`config.mk`:
```
export PLATFORM = sky130hd
export DESIGN_NAME = ecp_port_regs
export DESIGN_NICKNAME = d
export VERILOG_FILES = /design/src/ecp_pkg.sv /design/src/ecp_port_regs.sv
export SDC_FILE = /design/constraint.sdc
export NUM_CORES = 1
export LEC_CHECK = 0
export BUFFER_PORTS_ARGS = -buffer_cell sky130_fd_sc_hd__buf_2
export CORE_ASPECT_RATIO = 1.5
export CORE_UTILIZATION = 50
export DETAILED_ROUTE_END_ITERATION = 10
export GPL_TIMING_DRIVEN = 0
export MAX_ROUTING_LAYER = met4
export PLACE_DENSITY = 0.64
export SYNTH_ARGS = -nofsm -noshare
export SYNTH_HDL_FRONTEND = slang
export SYNTH_SLANG_ARGS = --single-unit
```
`constraint.sdc`:
```
create_clock -name mclk -period 4.7 [get_ports mclk]
set_clock_uncertainty 0.2 [all_clocks]
set_input_delay 0.705 -clock mclk [delete_from_list [all_inputs] [get_ports mclk]]
set_output_delay 0.705 -clock mclk [all_outputs]
set_load 0.01 [all_outputs]
```
`src/ecp_pkg.sv`:
```
`default_nettype none
package ecp_pkg;

  // ----------------------------------------------------------------
  // Register offsets from the port base address
  // ----------------------------------------------------------------
  localparam logic [10:0] OFF_DATA    = 11'h000;
  localparam logic [10:0] OFF_STATUS  = 11'h001;
  localparam logic [10:0] OFF_CONTROL = 11'h002;
  localparam logic [10:0] OFF_FIFO    = 11'h400;
  localparam logic [10:0] OFF_CFGB    = 11'h401;
  localparam logic [10:0] OFF_ECR     = 11'h402;

  // ----------------------------------------------------------------
  // Mode field encodings
  // ----------------------------------------------------------------
  localparam logic [2:0] MODE_STD    = 3'h0;
  localparam logic [2:0] MODE_BIDIR  = 3'h1;
  localparam logic [2:0] MODE_HSFIFO = 3'h2;
  localparam logic [2:0] MODE_ECP    = 3'h3;
  localparam logic [2:0] MODE_EPP    = 3'h4;
  localparam logic [2:0] MODE_RSVD   = 3'h5;
  localparam logic [2:0] MODE_TEST   = 3'h6;
  localparam logic [2:0] MODE_CFG    = 3'h7;

  // ----------------------------------------------------------------
  // Field positions
  // ----------------------------------------------------------------
  localparam int CTL_STROBE = 0;
  localparam int CTL_AUTOFD = 1;
  localparam int CTL_INIT   = 2;
  localparam int CTL_SELIN  = 3;
  localparam int CTL_ACKIE  = 4;
  localparam int CTL_DIR    = 5;
  localparam int CFGB_INTR  = 6;
  // Stored extended control bits: mode[5:3], fault int off[2], dma[1], service[0]
  localparam int ECR_NERR   = 2;
  localparam int ECR_DMA    = 1;
  localparam int ECR_SVC    = 0;

  // ----------------------------------------------------------------
  // Reset and fixed values
  // ----------------------------------------------------------------
  localparam logic [7:0] DATA_RESET = 8'h00;
  localparam logic [5:0] CTL_RESET  = 6'h00;
  localparam logic [5:0] ECR_RESET  = 6'h05;
  localparam logic [7:0] CFGA_VALUE = 8'h10;

  // ----------------------------------------------------------------
  // Handshake timing
  // ----------------------------------------------------------------
  localparam int CLK_MHZ    = 100;
  localparam int SETUP_NS   = 500;
  localparam int STROBE_NS  = 500;
  localparam int SETUP_CYC  = (SETUP_NS * CLK_MHZ + 999) / 1000;
  localparam int STROBE_CYC = (STROBE_NS * CLK_MHZ + 999) / 1000;

  typedef enum logic [3:0] {
    ENG_IDLE   = 4'h1,
    ENG_SETUP  = 4'h2,
    ENG_STROBE = 4'h4,
    ENG_RACK   = 4'h8
  } ecp_eng_t;

endpackage
`default_nettype wire

```
`src/ecp_port_regs.sv`:
```
`default_nettype none
// Notes on behaviour
// - Three-bit mode: standard, bidir, handshake FIFO, ECP, EPP, reserved, test, config.
// - Slot 0x400 is FIFO or config A by mode; 0x401 config B; 0x402 always.
// - Addresses are base plus offset; respond only while AEN is low.
// - Modes 000/001: reset-cleared data latch drives port lines; reads sample lines.
// - Mode 011: offset 0 writes push address/RLE tagged bytes, forward only.
// - Status bits 0-2 read zero; bits 3-6 show fault, select, paper, ack.
// - Status bit 7 reads the inverse of busy.
// - Control bits 0-5 reset to zero; bits 6-7 read zero, ignore writes.
// - Control bits 0,1,3 drive strobe, autofeed, select inverted; bit 2 straight.
// - With control bit 4 set, rising acknowledge raises an interrupt request.
// - Control bit 5 is direction; forced output in modes 000 and 010.
// - Mode 010 FIFO bytes go out with automatic standard handshake, forward only.
// - Mode 011 sends FIFO bytes forward, or captures peripheral bytes in reverse.
// - Mode 110 FIFO is host read/write with no handshake; head shown on lines.
// - Test FIFO never stalls: full writes dropped, empty reads repeat last byte.
// - Non-empty FIFO reads come from the head in first-in order.
// - Service flag sets on free or valid threshold depending on direction.
// - Config A in mode 111 is read-only and returns 10H.
// - Config B bit 7 reads zero; decompression is still performed.
// - One common 16 byte FIFO serves every FIFO mode and direction.
// - A run-length byte is not data; it repeats the next data byte.
module ecp_port_regs #(
  parameter int DEPTH     = 16,
  parameter int FREE_THR  = 8,
  parameter int VALID_THR = 8
) (
  input  wire logic        mclk,
  input  wire logic        resetn,
  input  wire logic [15:0] base_addr,
  input  wire logic [15:0] io_addr,
  input  wire logic [7:0]  io_wdata,
  input  wire logic        io_rd,
  input  wire logic        io_wr,
  input  wire logic        aen,
  output logic      [7:0]  io_rdata,
  input  wire logic [2:0]  irq_code,
  input  wire logic [2:0]  dma_code,
  input  wire logic [7:0]  port_data_in,
  output logic      [7:0]  port_data_out,
  output logic             port_data_oe,
  input  wire logic        peripheral_fault_in_n,
  input  wire logic        select_in,
  input  wire logic        paper_error_in,
  input  wire logic        peripheral_acknowledge_in_n,
  input  wire logic        busy_in,
  output logic             data_strobe_out_n,
  output logic             auto_feed_out_n,
  output logic             printer_initialize_out_n,
  output logic             printer_select_out_n,
  output logic             ack_irq
);
  localparam int AW = $clog2(DEPTH);
  localparam logic [AW:0] DEPTH_C = (AW+1)'(DEPTH);
  localparam logic [AW:0] FREE_C  = (AW+1)'(FREE_THR);
  localparam logic [AW:0] VALID_C = (AW+1)'(VALID_THR);
  localparam logic [7:0]  SETUP_C  = 8'(ecp_pkg::SETUP_CYC);
  localparam logic [7:0]  STROBE_C = 8'(ecp_pkg::STROBE_CYC);
  function automatic logic hit(input logic [15:0] a, input logic [15:0] b, input logic [10:0] o, input logic en);
    hit = !en && (a == 16'(b + {5'h00, o}));
  endfunction
  // ----------------------------------------------------------------
  // Pin synchronisers
  // ----------------------------------------------------------------
  logic [12:0] sync1_ff;
  logic [12:0] sync2_ff;
  logic        ack_prev_ff;
  always_ff @(posedge mclk or negedge resetn) begin
    if (!resetn) begin
      // Acknowledge idles high; a low reset value would fake a rising edge
      sync1_ff    <= 13'h0002;
      sync2_ff    <= 13'h0002;
      ack_prev_ff <= 1'b1;
    end else begin
      sync1_ff    <= {port_data_in, peripheral_fault_in_n, select_in, paper_error_in,
                      peripheral_acknowledge_in_n, busy_in};
      sync2_ff    <= sync1_ff;
      ack_prev_ff <= sync2_ff[1];
    end
  end
  logic [7:0] pd_s;
  logic       fault_s;
  logic       select_s;
  logic       paper_error_in_s;
  logic       ack_s;
  logic       busy_s;
  assign pd_s     = sync2_ff[12:5];
  assign fault_s  = sync2_ff[4];
  assign select_s = sync2_ff[3];
  assign paper_error_in_s = sync2_ff[2];
  assign ack_s    = sync2_ff[1];
  assign busy_s   = sync2_ff[0];
  // ----------------------------------------------------------------
  // Registers and FIFO state
  // ----------------------------------------------------------------
  logic [7:0]    latch_ff, nxt_latch;
  logic [5:0]    ctl_ff, nxt_ctl;
  logic [5:0]    ecr_ff, nxt_ecr;
  logic [7:0]    rdata_ff, nxt_rdata;
  logic [7:0]    last_ff, nxt_last;
  logic [8:0]    mem_ff [DEPTH];
  logic [AW-1:0] wptr_ff, nxt_wptr;
  logic [AW-1:0] rptr_ff, nxt_rptr;
  logic [AW:0]   cnt_ff, nxt_cnt;
  logic          irq_ff, nxt_irq;
  logic [2:0] mode;
  logic       dir_eff;
  logic       full;
  logic       empty;
  logic [8:0] head;
  assign mode    = ecr_ff[5:3];
  assign dir_eff = (mode == ecp_pkg::MODE_STD || mode == ecp_pkg::MODE_HSFIFO) ? 1'b0
                   : ctl_ff[ecp_pkg::CTL_DIR];
  assign full    = (cnt_ff == DEPTH_C);
  assign empty   = (cnt_ff == '0);
  assign head    = mem_ff[rptr_ff];
  logic wr_data, wr_ctl, wr_fifo, wr_ecr;
  logic rd_data, rd_stat, rd_ctl, rd_fifo, rd_cfgb, rd_ecr;
  always_comb begin
    wr_data = io_wr && hit(io_addr, base_addr, ecp_pkg::OFF_DATA, aen);
    wr_ctl  = io_wr && hit(io_addr, base_addr, ecp_pkg::OFF_CONTROL, aen);
    wr_fifo = io_wr && hit(io_addr, base_addr, ecp_pkg::OFF_FIFO, aen);
    wr_ecr  = io_wr && hit(io_addr, base_addr, ecp_pkg::OFF_ECR, aen);
    rd_data = io_rd && hit(io_addr, base_addr, ecp_pkg::OFF_DATA, aen);
    rd_stat = io_rd && hit(io_addr, base_addr, ecp_pkg::OFF_STATUS, aen);
    rd_ctl  = io_rd && hit(io_addr, base_addr, ecp_pkg::OFF_CONTROL, aen);
    rd_fifo = io_rd && hit(io_addr, base_addr, ecp_pkg::OFF_FIFO, aen);
    rd_cfgb = io_rd && hit(io_addr, base_addr, ecp_pkg::OFF_CFGB, aen);
    rd_ecr  = io_rd && hit(io_addr, base_addr, ecp_pkg::OFF_ECR, aen);
  end
  // ----------------------------------------------------------------
  // Port handshake engine
  // ----------------------------------------------------------------
  ecp_pkg::ecp_eng_t state_ff, nxt_state;
  logic [7:0] tcnt_ff, nxt_tcnt;
  logic [7:0] edata_ff, nxt_edata;
  logic       etag_ff, nxt_etag;
  logic [6:0] rle_ff, nxt_rle;
  logic [6:0] rep_ff, nxt_rep;
  logic       fwd_active;
  logic       rev_active;
  logic       eng_pop;
  logic       rev_push;
  logic [7:0] rev_byte;
  assign fwd_active = !dir_eff && (mode == ecp_pkg::MODE_HSFIFO || mode == ecp_pkg::MODE_ECP);
  assign rev_active = dir_eff && (mode == ecp_pkg::MODE_ECP);
  always_comb begin
    nxt_state = state_ff;
    nxt_tcnt  = tcnt_ff;
    nxt_edata = edata_ff;
    nxt_etag  = etag_ff;
    nxt_rle   = rle_ff;
    nxt_rep   = rep_ff;
    eng_pop   = 1'b0;
    rev_push  = 1'b0;
    rev_byte  = edata_ff;
    case (state_ff)
      ecp_pkg::ENG_IDLE: begin
        if (fwd_active && !empty) begin
          eng_pop   = 1'b1;
          nxt_edata = head[7:0];
          nxt_etag  = head[8];
          nxt_tcnt  = SETUP_C;
          nxt_state = ecp_pkg::ENG_SETUP;
        end else if (rev_active && !full && !ack_s) begin
          nxt_edata = pd_s;
          nxt_state = ecp_pkg::ENG_RACK;
          if (!busy_s) begin
            // Command byte: bit 7 low carries a run count, high a channel address
            if (!pd_s[7]) begin
              nxt_rle = pd_s[6:0];
            end
          end else begin
            rev_push = 1'b1;
            rev_byte = pd_s;
            nxt_rep  = rle_ff;
            nxt_rle  = 7'h00;
          end
        end
      end
      ecp_pkg::ENG_SETUP: begin
        if (tcnt_ff != 8'h00) begin
          nxt_tcnt = tcnt_ff - 8'h01;
        end else if (!busy_s) begin
          nxt_tcnt  = STROBE_C;
          nxt_state = ecp_pkg::ENG_STROBE;
        end
      end
      ecp_pkg::ENG_STROBE: begin
        // ECP strobe is interlocked with busy; standard strobe is a timed pulse
        if (mode == ecp_pkg::MODE_ECP) begin
          if (busy_s) begin
            nxt_state = ecp_pkg::ENG_IDLE;
          end
        end else if (tcnt_ff != 8'h00) begin
          nxt_tcnt = tcnt_ff - 8'h01;
        end else begin
          nxt_state = ecp_pkg::ENG_IDLE;
        end
      end
      ecp_pkg::ENG_RACK: begin
        // Repeats drain while the host still holds ack, stalling on full
        if (rep_ff != 7'h00) begin
          if (!full) begin
            rev_push = 1'b1;
            nxt_rep  = rep_ff - 7'h01;
          end
        end else if (ack_s) begin
          nxt_state = ecp_pkg::ENG_IDLE;
        end
      end
      default: nxt_state = ecp_pkg::ENG_IDLE;
    endcase
    if (!fwd_active && !rev_active) begin
      nxt_state = ecp_pkg::ENG_IDLE;
      nxt_rep   = 7'h00;
    end
  end
  always_ff @(posedge mclk or negedge resetn) begin
    if (!resetn) begin
      state_ff <= ecp_pkg::ENG_IDLE;
      tcnt_ff  <= 8'h00;
      edata_ff <= 8'h00;
      etag_ff  <= 1'b0;
      rle_ff   <= 7'h00;
      rep_ff   <= 7'h00;
    end else begin
      state_ff <= nxt_state;
      tcnt_ff  <= nxt_tcnt;
      edata_ff <= nxt_edata;
      etag_ff  <= nxt_etag;
      rle_ff   <= nxt_rle;
      rep_ff   <= nxt_rep;
    end
  end
  // ----------------------------------------------------------------
  // Host side of the shared FIFO
  // ----------------------------------------------------------------
  logic       host_push;
  logic [8:0] host_word;
  logic       host_pop;
  logic       push;
  logic       pop;
  logic [8:0] push_word;
  always_comb begin
    host_push = 1'b0;
    host_word = {1'b0, io_wdata};
    if (wr_data && mode == ecp_pkg::MODE_ECP && !dir_eff) begin
      host_push = 1'b1;
      host_word = {1'b1, io_wdata};
    end else if (wr_fifo && (mode == ecp_pkg::MODE_HSFIFO || mode == ecp_pkg::MODE_TEST ||
                 (mode == ecp_pkg::MODE_ECP && !dir_eff))) begin
      host_push = 1'b1;
    end
    host_pop  = rd_fifo && !empty && (mode == ecp_pkg::MODE_TEST ||
                (mode == ecp_pkg::MODE_ECP && dir_eff));
    push      = (host_push || rev_push) && !full;
    pop       = host_pop || eng_pop;
    push_word = rev_push ? {1'b0, rev_byte} : host_word;
    nxt_wptr  = push ? AW'(wptr_ff + 1'b1) : wptr_ff;
    nxt_rptr  = pop ? AW'(rptr_ff + 1'b1) : rptr_ff;
    nxt_cnt   = (AW+1)'(cnt_ff + (AW+1)'(push) - (AW+1)'(pop));
    nxt_last  = host_pop ? head[7:0] : last_ff;
    if (mode == ecp_pkg::MODE_STD) begin
      // Standard mode holds the FIFO in reset
      nxt_wptr = '0;
      nxt_rptr = '0;
      nxt_cnt  = '0;
    end
  end
  always_ff @(posedge mclk or negedge resetn) begin
    if (!resetn) begin
      wptr_ff <= '0;
      rptr_ff <= '0;
      cnt_ff  <= '0;
      last_ff <= 8'h00;
    end else begin
      wptr_ff <= nxt_wptr;
      rptr_ff <= nxt_rptr;
      cnt_ff  <= nxt_cnt;
      last_ff <= nxt_last;
    end
  end
  // Storage carries no reset; only the pointers define contents
  always_ff @(posedge mclk) begin
    if (push) mem_ff[wptr_ff] <= push_word;
  end
  // ----------------------------------------------------------------
  // Register writes, service flag and acknowledge interrupt
  // ----------------------------------------------------------------
  logic thr_met;
  logic svc_set;
  always_comb begin
    thr_met   = dir_eff ? (cnt_ff >= VALID_C) : (AW+1)'(DEPTH_C - cnt_ff) >= FREE_C;
    svc_set   = !ecr_ff[ecp_pkg::ECR_SVC] && !ecr_ff[ecp_pkg::ECR_DMA] && thr_met &&
                (mode == ecp_pkg::MODE_HSFIFO || mode == ecp_pkg::MODE_ECP ||
                 mode == ecp_pkg::MODE_TEST);
    nxt_latch = latch_ff;
    if (wr_data && (mode == ecp_pkg::MODE_STD || mode == ecp_pkg::MODE_BIDIR)) begin
      nxt_latch = io_wdata;
    end
    nxt_ctl = wr_ctl ? io_wdata[5:0] : ctl_ff;
    nxt_ecr = wr_ecr ? io_wdata[7:2] : ecr_ff;
    // Hardware set beats a software clear arriving in the same cycle
    if (svc_set) begin
      nxt_ecr[ecp_pkg::ECR_SVC] = 1'b1;
    end
    nxt_irq = ctl_ff[ecp_pkg::CTL_ACKIE] && ack_s && !ack_prev_ff;
  end
  always_ff @(posedge mclk or negedge resetn) begin
    if (!resetn) begin
      latch_ff <= ecp_pkg::DATA_RESET;
      ctl_ff   <= ecp_pkg::CTL_RESET;
      ecr_ff   <= ecp_pkg::ECR_RESET;
      irq_ff   <= 1'b0;
    end else begin
      latch_ff <= nxt_latch;
      ctl_ff   <= nxt_ctl;
      ecr_ff   <= nxt_ecr;
      irq_ff   <= nxt_irq;
    end
  end
  // ----------------------------------------------------------------
  // Read mux
  // ----------------------------------------------------------------
  always_comb begin
    nxt_rdata = rdata_ff;
    if (io_rd) begin
      nxt_rdata = 8'h00;
      if (rd_data && (mode == ecp_pkg::MODE_STD || mode == ecp_pkg::MODE_BIDIR)) begin
        nxt_rdata = pd_s;
      end else if (rd_stat) begin
        nxt_rdata = {!busy_s, ack_s, paper_error_in_s, select_s, fault_s, 3'h0};
      end else if (rd_ctl) begin
        nxt_rdata = {2'h0, ctl_ff};
      end else if (rd_fifo && mode == ecp_pkg::MODE_CFG) begin
        nxt_rdata = ecp_pkg::CFGA_VALUE;
      end else if (rd_fifo && (mode == ecp_pkg::MODE_TEST || (mode == ecp_pkg::MODE_ECP && dir_eff))) begin
        nxt_rdata = empty ? last_ff : head[7:0];
      end else if (rd_cfgb && mode == ecp_pkg::MODE_CFG) begin
        nxt_rdata = {1'b0, irq_ff, irq_code, dma_code};
      end else if (rd_ecr) begin
        nxt_rdata = {ecr_ff, full, empty};
      end
    end
  end
  // ----------------------------------------------------------------
  // Port pin drivers
  // ----------------------------------------------------------------
  logic [7:0] pdo_ff, nxt_pdo;
  logic       oe_ff, nxt_oe;
  logic [3:0] ctlo_ff, nxt_ctlo;
  logic       xfer;
  always_comb begin
    xfer = (state_ff == ecp_pkg::ENG_SETUP) || (state_ff == ecp_pkg::ENG_STROBE);
    case (mode)
      ecp_pkg::MODE_HSFIFO, ecp_pkg::MODE_ECP: nxt_pdo = edata_ff;
      ecp_pkg::MODE_TEST:                      nxt_pdo = head[7:0];
      default:                                 nxt_pdo = latch_ff;
    endcase
    nxt_oe = !dir_eff;
    // Order: select, init, autofeed, strobe (all pin levels)
    nxt_ctlo[0] = !(ctl_ff[ecp_pkg::CTL_STROBE] || (fwd_active && state_ff == ecp_pkg::ENG_STROBE));
    nxt_ctlo[1] = !ctl_ff[ecp_pkg::CTL_AUTOFD];
    if (mode == ecp_pkg::MODE_ECP && xfer) begin
      nxt_ctlo[1] = !etag_ff;
    end else if (rev_active) begin
      nxt_ctlo[1] = (state_ff == ecp_pkg::ENG_RACK);
    end
    nxt_ctlo[2] = ctl_ff[ecp_pkg::CTL_INIT];
    nxt_ctlo[3] = !ctl_ff[ecp_pkg::CTL_SELIN];
  end
  always_ff @(posedge mclk or negedge resetn) begin
    if (!resetn) begin
      rdata_ff <= 8'h00;
      pdo_ff   <= 8'h00;
      oe_ff    <= 1'b0;
      ctlo_ff  <= 4'h9;
    end else begin
      rdata_ff <= nxt_rdata;
      pdo_ff   <= nxt_pdo;
      oe_ff    <= nxt_oe;
      ctlo_ff  <= nxt_ctlo;
    end
  end

  assign io_rdata                 = rdata_ff;
  assign port_data_out            = pdo_ff;
  assign port_data_oe             = oe_ff;
  assign data_strobe_out_n        = ctlo_ff[0];
  assign auto_feed_out_n          = ctlo_ff[1];
  assign printer_initialize_out_n = ctlo_ff[2];
  assign printer_select_out_n     = ctlo_ff[3];
  assign ack_irq                  = irq_ff;
endmodule // ecp_port_regs
`default_nettype wire

```
==> results_dict.tcl <==
set metrics [dict create \
    cts_made_buffers 26 \
    slew_violations 0 \
    antenna_left 0 \
    final_cell_mix "144 x edfxtp_1, 117 x dfrtp_1, 89 x buf_2, 88 x nor2_1, 80 x nand2_1" \
    start_util_pct 51.1 \
    seq_power_share_pct 51.2 \
    tightestPinTransition_ps 1410 \
    syn_nets 1172 \
    die_x_microns 135 \
    grt_pass1_wl_microns 53900 \
    timing_hold_violations_final 0 \
    synth_edf_count 144 \
    firstDrtPassIters 5 \
    pre_cts_slack_ps -326 \
    fin_ws_ps 290 \
    drt_iter0_drc 662 \
    root_buffer "clkbuf_16" \
    fin_hold_ws_ps 74.1 \
    critPathMaxFanout 4 \
    drv_cap 0 \
    die_y_microns 201 \
    stdcell_count 1556 \
    powerDensity_nw_per_um2 331 \
    track_usage_pct 26.9 \
    drt-vias-per-instance 5.93 \
    reg2reg_depth 21 \
    synthArstFlopShare_pct 46.5 \
    setup.worst_path.start_class "flop" \
    clock_latency_ps 530 \
    finalSetupViolations 0 \
    switchingPower_mw 1.14 \
    final_common_cell "edfxtp_1" \
    grt_overflow 0 \
    cts_num_sinks 269 \
    htree_levels 1 \
    netlist_area_sq_um 13200 \
    layout_worst_path_cycle_share_pct 93.8 \
    via_count 9220 \
    clk_pin_slew_ps 60 \
    rows 72 \
    yosysTopAreaCell "edfxtp_1" \
    avgSynthCellArea_sq_um 12.2 \
    place.port_buffers 78 \
    syn_inst 1085 \
    p_int_mw 3.83 \
    grt_antenna_before_repair 0 \
    critPathKind "flop to flop" \
    yosys-top-cells-area "edfxtp_1 33%, dfrtp_1 22%, mux4_2 4.3%, mux2i_1 3.0%, nor2_1 2.5%" \
    max-clock-path-buffers 3 \
    hp-class "input port to flop" \
    p_leak_nw 6.00 \
    post_route_cells_drive_above_1_share_pct 20.2 \
    cts_tree "done" \
    yosys.area.top_type_share_pct 32.8 \
    core_area_sq_um 25900 \
    hold_path_depth 1 \
    fin_nets 1290 \
    drc 0 \
    ys_seq_area_share_pct 56.5 \
    ir_drop_uv 284 \
    io_pins 86 \
    antenna_cells 0 \
    cp.required_ps 4890 \
    routedWlPerCell_microns 21.9 \
    worstPathArrival_ps 4600 \
    relSlewSlack_pct 5.80 \
    synth_cell_types 95 \
    end_kind "flop" \
    synth_ff_type "edfxtp_1" \
    status "completed" \
    routabilityCongestion 0.947 \
    switching_share_pct 22.9 \
    comb_power_share_pct 8.0 \
    area_growth_pct 13.6 \
    grt_max_degree 64 \
    fmax_ghz 0.227 \
    clkPwrFrac_pct 40.8 \
    synth_seq_cells 269 \
    dp_hpwl_microns 25100 \
    grt_pass1_vias 9413 \
    die-area_sq_um 27100 \
    ys_warn_count 0 \
    fin_crit_ps 4410 \
    dp.cells 1497 \
    wirelength_microns 34100 \
]
[final timing paths]
path                                             startpoint                endpoint  slack [ps]
worst max-delay path                    cnt_ff[2]$_DFF_PN0_     cnt_ff[4]$_DFF_PN0_         290
worst min-delay path            peripheral_acknowledge_in_n   sync1_ff[1]$_DFF_PN1_          70
worst max register to register          cnt_ff[2]$_DFF_PN0_     cnt_ff[4]$_DFF_PN0_         290
worst min register to register        sync1_ff[9]$_DFF_PN0_   sync2_ff[9]$_DFF_PN0_         140
max in group asynchronous                            resetn    ctlo_ff[3]$_DFF_PN1_        2990
min in group asynchronous                            resetn  tcnt_ff[7]$_DFFE_PN0P_         530
[critical path, stage by stage, from the launching register on]
cell	delay (ps)
dfrtp_1	350
inv_1	80
ha_1	190
nor3b_1	160
ha_2	260
or4b_4	530
or4_4	530
nand2b_4	110
a31oi_1	70
a21oi_4	270
buf_6	140
inv_1	40
ha_1	260
inv_1	50
ha_1	150
inv_1	60
fa_2	340
nor2_1	120
nor2_1	50
nor2_1	140
or3_1	120
a21oi_1	50
[repair_timing]
action                                  in CTS  in global routing
endpoints found under the setup margin      31                  1
hold buffers                                 1                  0
pin swaps                                    1                  5
buffers inserted                             1                  9
cloned                                       0                  0
endpoints found under the hold margin       61                  0
gates resized for setup                      2                  6
[power groups by stage]
stage,Combinational [mW],Clock [mW],Sequential [mW]
finish,0.397,2.03,2.54
detailed placement,0.396,0,2.59
global route,0.449,2.16,2.54
floorplan,0.253,0,2.58
CTS,0.398,2.06,2.54
global placement,0.385,0,2.59
[kinds of logic after synthesis]
logic type,after synthesis,synth area share (%)
AND/OR/NAND/NOR,351,14.4
flip-flops,269,56.5
AO/OA/AOI/OAI,217,10.7
multiplexers,93,9.69
buffers and inverters,83,2.85
XOR/XNOR,49,3.64
adder cells (fa/ha/maj),23,2.24
[synth_stat cells, types with 14 or more instances]
library cell,number
edfxtp_1,144
mux2i_1,39
dfrtp_1,117
ha_1,22
a21oi_1,57
inv_1,24
mux2_2,24
clkbuf_1,31
nor2_1,88
xnor2_1,24
mux4_2,25
o21ai_0,58
nand2_1,80
xor2_1,20
or3_1,16
a221oi_1,16
nor4_1,14
nor3_1,24
nor2b_1,15
nand3_1,22
and3_1,19
[per-stage QoR]
| step | TNS (ps) | cell area (sq um) | utilization (%) | total power, mW |
|---|---|---|---|---|
| floorplan | 0 | 13200 | - | 2.83 |
| global placement | -14230 | 14000 | 54.2 | 2.97 |
| detailed placement | -1220 | 14100 | 54.4 | 2.98 |
| CTS | 0 | 14900 | 57.6 | 5.00 |
| global route | -7.61 | 15000 | 58.0 | 5.15 |
| finish | 0 | 15000 | 58.0 | 4.96 |
[final cells by class]
| cell class | instances | area [sq um] |
|---|---|---|
| clock buffers | 37 | 699 |
| inverters | 27 | 101 |
| fillers | 2148 | 10900 |
| well taps | 333 | 417 |
| flip-flops and latches | 269 | 7460 |
| multi-input cells | 733 | 5410 |
| plain buffers | 55 | 278 |
| clock inverters | 11 | 121 |
| repair buffers | 91 | 517 |
[layer usage]
metal  wire length [microns]  GRT usage [%]  vias to the layer above
li1                        -              -                     4329
met1                   13000           30.6                     4513
met2                   18000           47.5                      284
met3                    1510           2.68                       94
met4                    1650           11.9                        0
met5                       0              -                        -
[registers in the layout, summed over array words and instances (netlist names), 4 cells and up]
name	count
sync1_ff	13
tcnt_ff	8
wptr_ff	4
rle_ff	7
rep_ff	7
ctlo_ff	4
ctl_ff	6
ecr_ff	6
last_ff	8
sync2_ff	13
state_ff	4
rptr_ff	4
mem_ff	144
latch_ff	8
port_data_out	8
cnt_ff	5
io_rdata	8
edata_ff	8
Note: power is estimated with default switching activity, not from simulation.
